**src/fxu_defs.vh**
```
// Constants for the numeric exception and initialisation unit
`ifndef FXU_DEFS_VH
`define FXU_DEFS_VH
// Register word addresses
`define FXU_A_CTRL 4'h0
`define FXU_A_STAT 4'h1
`define FXU_A_TAG 4'h2
`define FXU_A_IPTR 4'h3
`define FXU_A_DPTR 4'h4
`define FXU_A_OPC 4'h5
`define FXU_A_CMD 4'h6
// Reset and init values
`define FXU_CW_INIT 16'h037f
`define FXU_TAG_EMPTY 16'hffff
`define FXU_TAG_E 2'h3
`define FXU_TOP_PUSH1 3'h7
// Control word fields
`define FXU_CW_MASK 5:0
`define FXU_CW_IC 12
`define FXU_CW_RC 11:10
// Status word fields
`define FXU_SW_FLAGS 5:0
`define FXU_SW_SF 6
`define FXU_SW_ES 7
`define FXU_SW_C0 8
`define FXU_SW_C1 9
`define FXU_SW_C2 10
`define FXU_SW_TOP 13:11
`define FXU_SW_C3 14
`define FXU_SW_B 15
// Exception bit positions
`define FXU_X_IE 0
`define FXU_X_DE 1
`define FXU_X_ZE 2
`define FXU_X_OE 3
`define FXU_X_UE 4
`define FXU_X_PE 5
// Rounding modes
`define FXU_RC_NEAR 2'h0
`define FXU_RC_DOWN 2'h1
`define FXU_RC_UP 2'h2
`define FXU_RC_CHOP 2'h3
// Operation classes
`define FXU_OP_ARITH 4'h0
`define FXU_OP_LOAD_SD 4'h1
`define FXU_OP_LOAD_EXT 4'h2
`define FXU_OP_COMPARE 4'h3
`define FXU_OP_STORE_INT 4'h4
`define FXU_OP_STORE_BCD 4'h5
`define FXU_OP_SPLIT_EXP 4'h6
`define FXU_OP_SCALE 4'h7
`define FXU_OP_PREM 4'h8
// Command register codes
`define FXU_CMD_INIT 3'h1
`define FXU_CMD_CLEX 3'h2
`define FXU_CMD_ENV 3'h3
`define FXU_CMD_PREM_INC 3'h4
// Register field slices
`define FXU_CMD_CODE 2:0
`define FXU_SW_LOW 7:0
`define FXU_SW_CC 10:8
// Masked default result codes
`define FXU_R_NONE 4'h0
`define FXU_R_QNAN 4'h1
`define FXU_R_INT_IND 4'h2
`define FXU_R_BCD_IND 4'h3
`define FXU_R_INF 4'h4
`define FXU_R_MAXFIN 4'h5
`define FXU_R_DENORM 4'h6
`define FXU_R_ZERO 4'h7
`define FXU_R_ROUNDED 4'h8
`define FXU_R_NORMOP 4'h9
`define FXU_R_NEG_INF_ST1 4'ha
`endif

```
**src/fxu_exc_unit.v**
```verilog
// Exception detection, flagging, reporting and init state for the NPU
// How it works
// - Six exceptions ranked invalid first, inexact last
// - Masked invalid yields quiet NaN or indefinite
// - Masked denormal operand gets normalised, continue
// - Zero divisor, finite dividend: zero-divide, infinity
// - Masked overflow: max finite or infinity per rounding
// - Masked underflow flags only on accuracy loss
// - Inexact rounds by mode, continues when masked
// - Unmasked exception sets flag, summary, error pin
// - Keep faulting instruction and operand addresses
// - Reset or init loads control word 037f
// - Init clears bit 12; infinity always affine
// - Init clears flags, top, busy bit
// - Init sets tag word to all empty
// - Clear condition codes on reset, init, remainder
// - Tag writes may only mark entries empty
// - Stack fault bit set on unmasked stack invalid
// - Split exponent of zero: zero-divide, minus infinity
// - Only quiet NaNs; signalling NaN raises invalid
// - Scale by infinity: invalid, zero or infinity
// - Single/double load: denormal, NaN checks; extended skips denormal only
// - Error pin follows summary, set only while busy
`include "fxu_defs.vh"
module fxu_exc_unit (
  input wire clk_i, // 125 MHz clock
  input wire rst_i, // Synchronous reset, high
  // Wishbone slave
  input wire wb_cyc_i, // Bus cycle
  input wire wb_stb_i, // Strobe
  input wire wb_we_i, // Write enable
  input wire [5:2] wb_adr_i, // Word address
  input wire [3:0] wb_sel_i, // Byte selects
  input wire [31:0] wb_dat_i, // Write data
  output reg [31:0] wb_dat_o, // Read data
  output wire wb_ack_o, // Acknowledge
  // Datapath report, one-cycle per finished operation
  input wire op_done_i, // Operation finished
  input wire [3:0] op_class_i, // Operation class
  input wire op_snan_i, // Signalling NaN operand
  input wire op_qnan_i, // Quiet NaN operand
  input wire op_badfmt_i, // Unsupported format
  input wire op_indet_i, // Indeterminate form
  input wire op_stack_i, // Stack over/underflow
  input wire op_denorm_i, // Denormal operand
  input wire op_divzero_i, // Zero divisor, finite nonzero dividend
  input wire op_zero_i, // Operand is zero
  input wire op_scl_inf_i, // Scale factor infinite
  input wire op_scl_neg_i, // Scale factor negative
  input wire op_ovf_i, // Result overflow
  input wire op_tiny_i, // Result tiny
  input wire op_lossy_i, // Denormalisation lost accuracy
  input wire op_inexact_i, // Result not exact
  input wire op_res_neg_i, // Result sign
  input wire op_int_dst_i, // Destination integer
  input wire op_bcd_dst_i, // Destination decimal
  input wire op_has_mem_i, // Has memory operand
  input wire [3:0] cc_i, // New condition codes
  input wire cc_we_i, // Load condition codes
  input wire [2:0] top_i, // New stack top
  input wire top_we_i, // Load stack top
  input wire [7:0] tag_valid_i, // Register holds data
  input wire esc_start_i, // New escape instruction begins
  input wire [19:0] esc_ip_i, // Its address
  input wire [19:0] esc_dp_i, // Its operand address
  input wire [10:0] esc_opc_i, // Its opcode
  input wire busy_i, // Execution unit busy
  output reg [3:0] res_kind_o, // Masked default result kind
  output reg res_neg_o, // Default result sign
  output reg res_valid_o, // Result kind valid pulse
  output reg stall_o, // Unmasked exception stops operation
  output wire [1:0] rnd_mode_o, // Active rounding mode
  output wire affine_o, // Infinity closure, always affine
  output reg error_n_o // Error pin, low active
);

  // ----------------------------------------------------------
  // Registers
  // ----------------------------------------------------------
  reg [15:0] ctrl;
  reg [15:0] stat;
  reg [15:0] tag;
  reg [19:0] ip_save;
  reg [19:0] dp_save;
  reg [10:0] opc_save;
  reg [19:0] ip_cur;
  reg [19:0] dp_cur;
  reg [10:0] opc_cur;
  reg ack;

  // Bus decode
  wire bus_req = wb_cyc_i & wb_stb_i;
  wire wr = bus_req & wb_we_i & ~ack & wb_sel_i[0] & wb_sel_i[1];
  wire cmd_wr = wr & (wb_adr_i == `FXU_A_CMD);
  wire [2:0] cmd_code = wb_dat_i[`FXU_CMD_CODE];
  wire do_init = rst_i | (cmd_wr & (cmd_code == `FXU_CMD_INIT));
  wire do_clex = cmd_wr & (cmd_code == `FXU_CMD_CLEX);
  wire do_env = cmd_wr & (cmd_code == `FXU_CMD_ENV);
  wire prem_inc = cmd_wr & (cmd_code == `FXU_CMD_PREM_INC);
  wire ctrl_wr = wr & (wb_adr_i == `FXU_A_CTRL);
  wire stat_wr = wr & (wb_adr_i == `FXU_A_STAT);
  wire tag_wr = wr & (wb_adr_i == `FXU_A_TAG);
  // Any of these lets software release the error pin
  wire err_clear = do_init | do_clex | do_env | ctrl_wr;

  assign wb_ack_o = ack;
  assign rnd_mode_o = ctrl[`FXU_CW_RC];
  assign affine_o = 1'b1;

  // Pick the masked overflow result from rounding and sign
  function [3:0] ovf_result;
    input [1:0] rc;
    input neg;
    begin
      case (rc)
        `FXU_RC_NEAR: ovf_result = `FXU_R_INF;
        `FXU_RC_UP: ovf_result = neg ? `FXU_R_MAXFIN : `FXU_R_INF;
        `FXU_RC_DOWN: ovf_result = neg ? `FXU_R_INF : `FXU_R_MAXFIN;
        default: ovf_result = `FXU_R_MAXFIN;
      endcase
    end
  endfunction

  // ----------------------------------------------------------
  // Exception classification
  // ----------------------------------------------------------
  reg [5:0] raised;
  reg [3:0] kind;
  reg kneg;
  reg sf_hit;
  wire [5:0] mask = ctrl[`FXU_CW_MASK];
  wire [5:0] unmasked = raised & ~mask;
  // A finished operation with an unmasked exception is a fault
  wire fault = op_done_i & (|unmasked);

  // Class decodes shared by raise and default-result logic
  wire cls_split = (op_class_i == `FXU_OP_SPLIT_EXP);
  wire cls_scale = (op_class_i == `FXU_OP_SCALE);
  // Quiet NaNs trap only where a NaN cannot be passed on
  wire qnan_traps = (op_class_i == `FXU_OP_COMPARE) |
                    (op_class_i == `FXU_OP_STORE_INT) |
                    (op_class_i == `FXU_OP_STORE_BCD);

  // Raise conditions per operation class
  always @* begin
    raised = 6'h00;
    sf_hit = op_stack_i;
    // Invalid: signalling NaN, format, indeterminate, stack
    raised[`FXU_X_IE] = op_snan_i | op_badfmt_i | op_indet_i |
                        op_stack_i;
    // Quiet NaN only counts for compare and stores
    if (op_qnan_i & qnan_traps)
      raised[`FXU_X_IE] = 1'b1;
    // Extended load is not numeric, no denormal
    raised[`FXU_X_DE] = op_denorm_i &
                        (op_class_i != `FXU_OP_LOAD_EXT);
    raised[`FXU_X_ZE] = op_divzero_i;
    if (cls_split & op_zero_i)
      raised[`FXU_X_ZE] = 1'b1;
    if (cls_scale & op_scl_inf_i & op_zero_i)
      raised[`FXU_X_IE] = 1'b1;
    raised[`FXU_X_OE] = op_ovf_i;
    // Masked underflow flags only on accuracy loss
    raised[`FXU_X_UE] = op_tiny_i &
                        (~ctrl[`FXU_X_UE] | op_lossy_i);
    raised[`FXU_X_PE] = op_inexact_i;
  end

  // Masked default action, taken in precedence order
  always @* begin
    kind = `FXU_R_NONE;
    kneg = op_res_neg_i;
    if (raised[`FXU_X_IE]) begin
      if (op_int_dst_i)
        kind = `FXU_R_INT_IND;
      else if (op_bcd_dst_i)
        kind = `FXU_R_BCD_IND;
      else
        kind = `FXU_R_QNAN;
    end else if (raised[`FXU_X_DE]) begin
      kind = `FXU_R_NORMOP;
    end else if (raised[`FXU_X_ZE]) begin
      if (cls_split) begin
        kind = `FXU_R_NEG_INF_ST1;
        kneg = 1'b1;
      end else
        kind = `FXU_R_INF;
    end else if (cls_scale & op_scl_inf_i) begin
      // Finite value keeps its sign
      kind = op_scl_neg_i ? `FXU_R_ZERO : `FXU_R_INF;
    end else if (raised[`FXU_X_OE]) begin
      kind = ovf_result(ctrl[`FXU_CW_RC], op_res_neg_i);
    end else if (op_tiny_i) begin
      kind = op_lossy_i ? `FXU_R_ZERO : `FXU_R_DENORM;
    end else if (raised[`FXU_X_PE]) begin
      kind = `FXU_R_ROUNDED;
    end
  end

  // ----------------------------------------------------------
  // Result report to the datapath
  // ----------------------------------------------------------
  // Unmasked exception suppresses the default result
  always @(posedge clk_i) begin
    if (rst_i) begin
      res_kind_o <= `FXU_R_NONE;
      res_neg_o <= 1'b0;
      res_valid_o <= 1'b0;
      stall_o <= 1'b0;
    end else begin
      res_valid_o <= op_done_i;
      // Stall pairs with the valid pulse of the same operation
      stall_o <= fault;
      if (op_done_i) begin
        // A trapped operation gets no default; its handler decides
        res_kind_o <= (|unmasked) ? `FXU_R_NONE : kind;
        res_neg_o <= kneg;
      end
    end
  end

  // ----------------------------------------------------------
  // Instruction and operand pointers
  // ----------------------------------------------------------
  // Latched at escape start, frozen for the handler on fault
  always @(posedge clk_i) begin
    if (rst_i) begin
      ip_cur <= 20'h00000;
      dp_cur <= 20'h00000;
      opc_cur <= 11'h000;
      ip_save <= 20'h00000;
      dp_save <= 20'h00000;
      opc_save <= 11'h000;
    end else begin
      if (esc_start_i) begin
        ip_cur <= esc_ip_i;
        dp_cur <= esc_dp_i;
        opc_cur <= esc_opc_i;
      end
      if (fault) begin
        ip_save <= ip_cur;
        // Zero stands in when there is no memory operand
        dp_save <= op_has_mem_i ? dp_cur : 20'h00000;
        opc_save <= opc_cur;
      end
    end
  end

  // ----------------------------------------------------------
  // Control word
  // ----------------------------------------------------------
  // Reset and init load the default word
  always @(posedge clk_i) begin
    if (do_init)
      ctrl <= `FXU_CW_INIT;
    else if (ctrl_wr)
      ctrl <= wb_dat_i[15:0];
  end

  // ----------------------------------------------------------
  // Status word
  // ----------------------------------------------------------
  // Flag base after this cycle's clear or software write;
  // the fault logic ORs its new flags on top of it
  reg [5:0] flag_base;
  always @* begin
    flag_base = stat[`FXU_SW_FLAGS];
    if (do_clex)
      flag_base = 6'h00;
    else if (stat_wr)
      flag_base = wb_dat_i[`FXU_SW_FLAGS];
  end

  // Flags are sticky; a same-cycle event wins over clear
  always @(posedge clk_i) begin
    if (do_init) begin
      stat <= 16'h0000;
    end else begin
      if (do_clex)
        stat[`FXU_SW_LOW] <= 8'h00;
      else if (stat_wr)
        stat[`FXU_SW_LOW] <= wb_dat_i[`FXU_SW_LOW];
      if (stat_wr) begin
        stat[`FXU_SW_C3] <= wb_dat_i[`FXU_SW_C3];
        stat[`FXU_SW_CC] <= wb_dat_i[`FXU_SW_CC];
      end
      // Remainder clear beats a datapath load
      if (prem_inc) begin
        stat[`FXU_SW_C3] <= 1'b0;
        stat[`FXU_SW_CC] <= 3'h0;
      end else if (cc_we_i) begin
        stat[`FXU_SW_C3] <= cc_i[3];
        stat[`FXU_SW_CC] <= cc_i[2:0];
      end
      if (top_we_i)
        stat[`FXU_SW_TOP] <= top_i;
      stat[`FXU_SW_B] <= busy_i;
      // Only unmasked ones latch and summarise, over a clear-exceptions command; init wins
      if (fault) begin
        stat[`FXU_SW_FLAGS] <= flag_base | unmasked;
        stat[`FXU_SW_ES] <= 1'b1;
        if (sf_hit & unmasked[`FXU_X_IE])
          stat[`FXU_SW_SF] <= 1'b1;
      end
    end
  end

  // ----------------------------------------------------------
  // Tag word
  // ----------------------------------------------------------
  // Software may only empty entries; others follow contents
  integer i;
  reg [15:0] next_tag;
  always @* begin
    next_tag = tag;
    for (i = 0; i < 8; i = i + 1) begin
      if (tag_wr && wb_dat_i[2*i +: 2] == `FXU_TAG_E)
        next_tag[2*i +: 2] = `FXU_TAG_E;
      else if (tag_valid_i[i] && tag[2*i +: 2] == `FXU_TAG_E &&
               !tag_wr)
        next_tag[2*i +: 2] = 2'h0;
      else if (!tag_valid_i[i])
        next_tag[2*i +: 2] = `FXU_TAG_E;
    end
  end

  // Init empties every entry; live contents refill it next cycle
  always @(posedge clk_i) begin
    if (do_init)
      tag <= `FXU_TAG_EMPTY;
    else
      tag <= next_tag;
  end

  // ----------------------------------------------------------
  // Error pin
  // ----------------------------------------------------------
  // Follows summary; set only while busy, init always clears
  // Release may come while idle; only setting waits for busy
  always @(posedge clk_i) begin
    if (rst_i)
      error_n_o <= 1'b1;
    else if (err_clear)
      error_n_o <= 1'b1;
    else if (busy_i & stat[`FXU_SW_ES])
      error_n_o <= 1'b0;
  end

  // ----------------------------------------------------------
  // Wishbone slave
  // ----------------------------------------------------------
  // One wait state: ack the cycle after strobe, then drop
  // Read data is registered at the taking edge, stands with ack
  always @(posedge clk_i) begin
    if (rst_i) begin
      ack <= 1'b0;
      wb_dat_o <= 32'h00000000;
    end else begin
      ack <= bus_req & ~ack;
      case (wb_adr_i)
        `FXU_A_CTRL: wb_dat_o <= {16'h0000, ctrl};
        `FXU_A_STAT: wb_dat_o <= {16'h0000, stat};
        `FXU_A_TAG: wb_dat_o <= {16'h0000, tag};
        `FXU_A_IPTR: wb_dat_o <= {12'h000, ip_save};
        `FXU_A_DPTR: wb_dat_o <= {12'h000, dp_save};
        `FXU_A_OPC: wb_dat_o <= {21'h000000, opc_save};
        default: wb_dat_o <= 32'h00000000;
      endcase
    end
  end

endmodule // fxu_exc_unit

```
**config.mk**
```make
export PLATFORM = sky130hd
export DESIGN_NAME = fxu_exc_unit
export DESIGN_NICKNAME = d
export VERILOG_FILES = /design/src/fxu_exc_unit.v
export VERILOG_INCLUDE_DIRS = /design/src
export SDC_FILE = /design/constraint.sdc
export NUM_CORES = 1
export LEC_CHECK = 0
export BUFFER_PORTS_ARGS = -buffer_cell sky130_fd_sc_hd__clkbuf_2
export CAP_MARGIN = 10
export CORE_MARGIN = 5
export CORE_UTILIZATION = 48
export DETAILED_ROUTE_END_ITERATION = 12
export GPL_ROUTABILITY_DRIVEN = 0
export GPL_TIMING_DRIVEN = 0
export HOLD_SLACK_MARGIN = 0.02
export PLACE_DENSITY_LB_ADDON = 0.12
export SLEW_MARGIN = 15
export SYNTH_ARGS = -nofsm -noshare
export SYNTH_HDL_FRONTEND = slang
export SYNTH_SLANG_ARGS = --single-unit
```
**constraint.sdc**
```tcl
create_clock -name clk_i -period 1.9 [get_ports clk_i]
set_input_delay 0.095 -clock clk_i [delete_from_list [all_inputs] [get_ports clk_i]]
set_output_delay 0.095 -clock clk_i [all_outputs]
set_load 0.02 [all_outputs]
```
==> metrics.csv <==
stage;metric;value;unit
critical_path;Worst setup SP type;register;
drt;total routed wirelength;22300;um
global_routing;initial antenna violation count;0;
floorplan;Initial Util;0.483;
floorplan;die height;130;um
clock_tree;Clock Pin Slew Worst Setup and Hold Paths;70;ps
yosys;share of the synthesized area in the top cell type;0.493;
run;max-cap check violation count;0;
yosys;Synth Area in Compound Gates;0.197;
placed_design;area post-placement;0.00794;mm^2
drt;drt initial violations;588;
floorplan;Core Box Area;0.0144;mm^2
sta;setup TNS;0;ps
global_routing;GRT Total Usage;0.256;
sta;Final setup viols;0;
yosys;Post-Synth Simple-Gate Area;0.150;
floorplan;full die area;0.0170;mm^2
critical_path;kind of critical path;reg2reg;
sta;Highest Clock Rate;527;MHz
power;Peak VDD IR;1.02;mV
critical_path;reg2reg setup slack;3;ps
drt;WL/cell;18.3;um
yosys;Synth Flop Type;dfxtp_1;
yosys;Seq cells post-synth;171;
clock_tree;Root Buffer;clkbuf_16;
power;total power;0.00783;W
sta;setup ws final;2.54;ps
yosys;syn_area_per_cell;9.30;um^2
sta;Tmin final;1900;ps
yosys;synth cell count leaders;dfxtp_1 (171), nor2_1 (71), a21oi_1 (62), mux2i_1 (60), nand2_1 (52);
clock_tree;Clock Latency Late Sink;430;ps
final_layout;layout cells sized above 1;0.248;
global_routing;vias in the first global route;6535;
status;status;completed;
power;LEAKAGE;4.02;nW
clock_tree;H-tree depth;4;
global_routing;grt ovf;0;
floorplan;row count;44;
critical_path;Data required, critical path;2210;ps
clock_tree;clk sinks;171;
yosys;mux share of post-synthesis cell area;0.106;
yosys;ys async rst share;0;
floorplan;Ports;182;
drt;total number of vias;6731;
yosys;Mapped Cells;747;
drt;first-pass detailed-route iteration total;5;
yosys;most area-hungry cell type in the Yosys netlist;dfxtp_1;
global_routing;largest net degree at the start of global routing;20;
final_layout;Ant. Diodes;0;
clock_tree;TritonCTS buffer count;17;
yosys;Synth Area in XOR/XNOR;0.00126;
placed_design;DP HPWL;16200;um
critical_path;crit path max fanout;10;
sta;relative slew slack;0.448;
final_layout;fillcell total;1117;
final_layout;fin area;0.00966;mm^2
clock_tree;CTS tree;built;
yosys;Area contributors post-synth;dfxtp_1 (49%), mux2i_1 (8.6%), a22oi_1 (4.8%);
final_layout;synthesis-to-finish area growth;39.1;%
yosys;post-synthesis adder-cell area fraction;0;
yosys;largest family of logic cells by synthesized area;compound AO/OA/AOI/OAI gates;
floorplan;Die X-Extent;130;um
drt;post-route ant nets;0;
placed_design;Setup Slack @ Placement;-453;ps
sta;Final Hold Fails;0;
power;PD cells;811;mW/mm^2
sta;worst-margin pin slew;828;ps
yosys;Netlist Area Pre-Place;0.00694;mm^2
yosys;Post-synth EDFFs;0;
sta;RSZ-0062 raised after global routing;true;
final_layout;Final #Nets;1158;
placed_design;Port Buffers;143;
sta;Max Slew Vio Count;0;
sta;Tcrit/Tclk final;0.999;
final_layout;final core utilization;0.672;
worst_hold_path;hold crit path type;in2reg;
yosys;Synth warnings;0;
drt;DRC;0;
critical_path;CP Data Arrival Time;2210;ps
clock_tree;CTS Buffer Depth;2;
drt;Avg Vias per Cell;5.53;
yosys;sequential share of the synthesized area;0.493;
sta;post-route clock skew;8.50;ps
yosys;synth unique cells;57;
global_routing;first-pass GRT wire length;33500;um
critical_path;crit end category;register;
yosys;most common cell in the netlist;dfxtp_1;
where the power goes:
| group | internal [W] | switching [W] |
|---|---|---|
| registers | 0.00368 | 0.0000641 |
| logic | 0.000383 | 0.000381 |
| clock network | 0.00183 | 0.00149 |
| total | 0.00590 | 0.00194 |
path summary, 6_finish.rpt:
path / start / end / cells past startpoint
setup / recovery: ctrl[3] / dp_save[11] / 6
hold / removal: op_int_dst_i / res_kind_o[0] / 4
setup reg to reg: ctrl[3] / dp_save[11] / 6
hold reg to reg: ctrl[7] / ctrl[7] / 2
what timing repair did:
item	in CTS	in global routing
gates resized for setup	29	29
endpoints found under the setup margin	72	61
pin swaps	3	9
hold endpoints to repair	87	0
hold buffers	89	0
setup buffers	6	8
cell usage in the layout, fill, tap and decap left out, types with 15 or more instances in the layout:
cell type,count
a21oi_1,59
a22oi_1,44
a31oi_1,18
buf_4,32
clkbuf_1,32
clkbuf_16,17
clkbuf_2,147
dfxtp_1,168
dlygate4sd3_1,89
mux2i_1,60
nand2_1,52
nand3_1,51
nor2_1,70
o211ai_1,15
o21ai_1,29
critical path, stage by stage, from the launching register on:
cell,delay (ps)
dfxtp_2,350
nor2b_2,50
or3_4,420
or3_1,340
o211a_1,280
buf_6,150
a22o_1,190
cell type report:
class,instances,area [um^2],share of cell area
Clock inverter,14,136,0.0141
Multi-Input combinational cell,511,3320,0.343
Inverter,3,12.5,0.00130
Clock buffer,18,429,0.0444
Sequential cell,171,3430,0.355
Buffer,70,390,0.0404
Tap cell,184,230,0.0238
Timing Repair Buffer,246,1720,0.178
cells by family after synthesis:
group	count (synthesis)
and+or+nand+nor	214
AOI/OAI and AO/OA	211
DFF	171
buffers and inverters	76
muxes	72
other	2
xor gates and xnor gates	1
state kept, by name, indices dropped and copies added (netlist names):
signal / flops
opc_save: 11
wb_ack_o: 1
res_kind_o: 4
error_n_o: 1
res_valid_o: 1
opc_cur: 11
dp_save: 20
wb_dat_o: 20
stat: 16
ctrl: 16
ip_cur: 20
dp_cur: 20
stall_o: 1
res_neg_o: 1
tag: 8
ip_save: 20
stage by stage:
| step | hold WS (ps) | std cells |
|---|---|---|
| 6_report | 67.7 | 1217 |
| 3_3_place_gp | 286 | 1085 |
| 5_1_grt | 103 | 1217 |
| 3_5_place_dp | 294 | 1085 |
| 4_1_cts | 62.5 | 1209 |
| 2_1_floorplan | 196 | 758 |
per-layer routing:
metal  up-vias  global-route usage  part of all wire
met3        54              0.0606             0.078
met1      3160               0.320              0.41
met5         -                   0                 0
li1       3231                   -                 -
met4         0              0.0917             0.025
met2       286               0.431              0.49
Note: power is estimated with default switching activity, not from simulation.
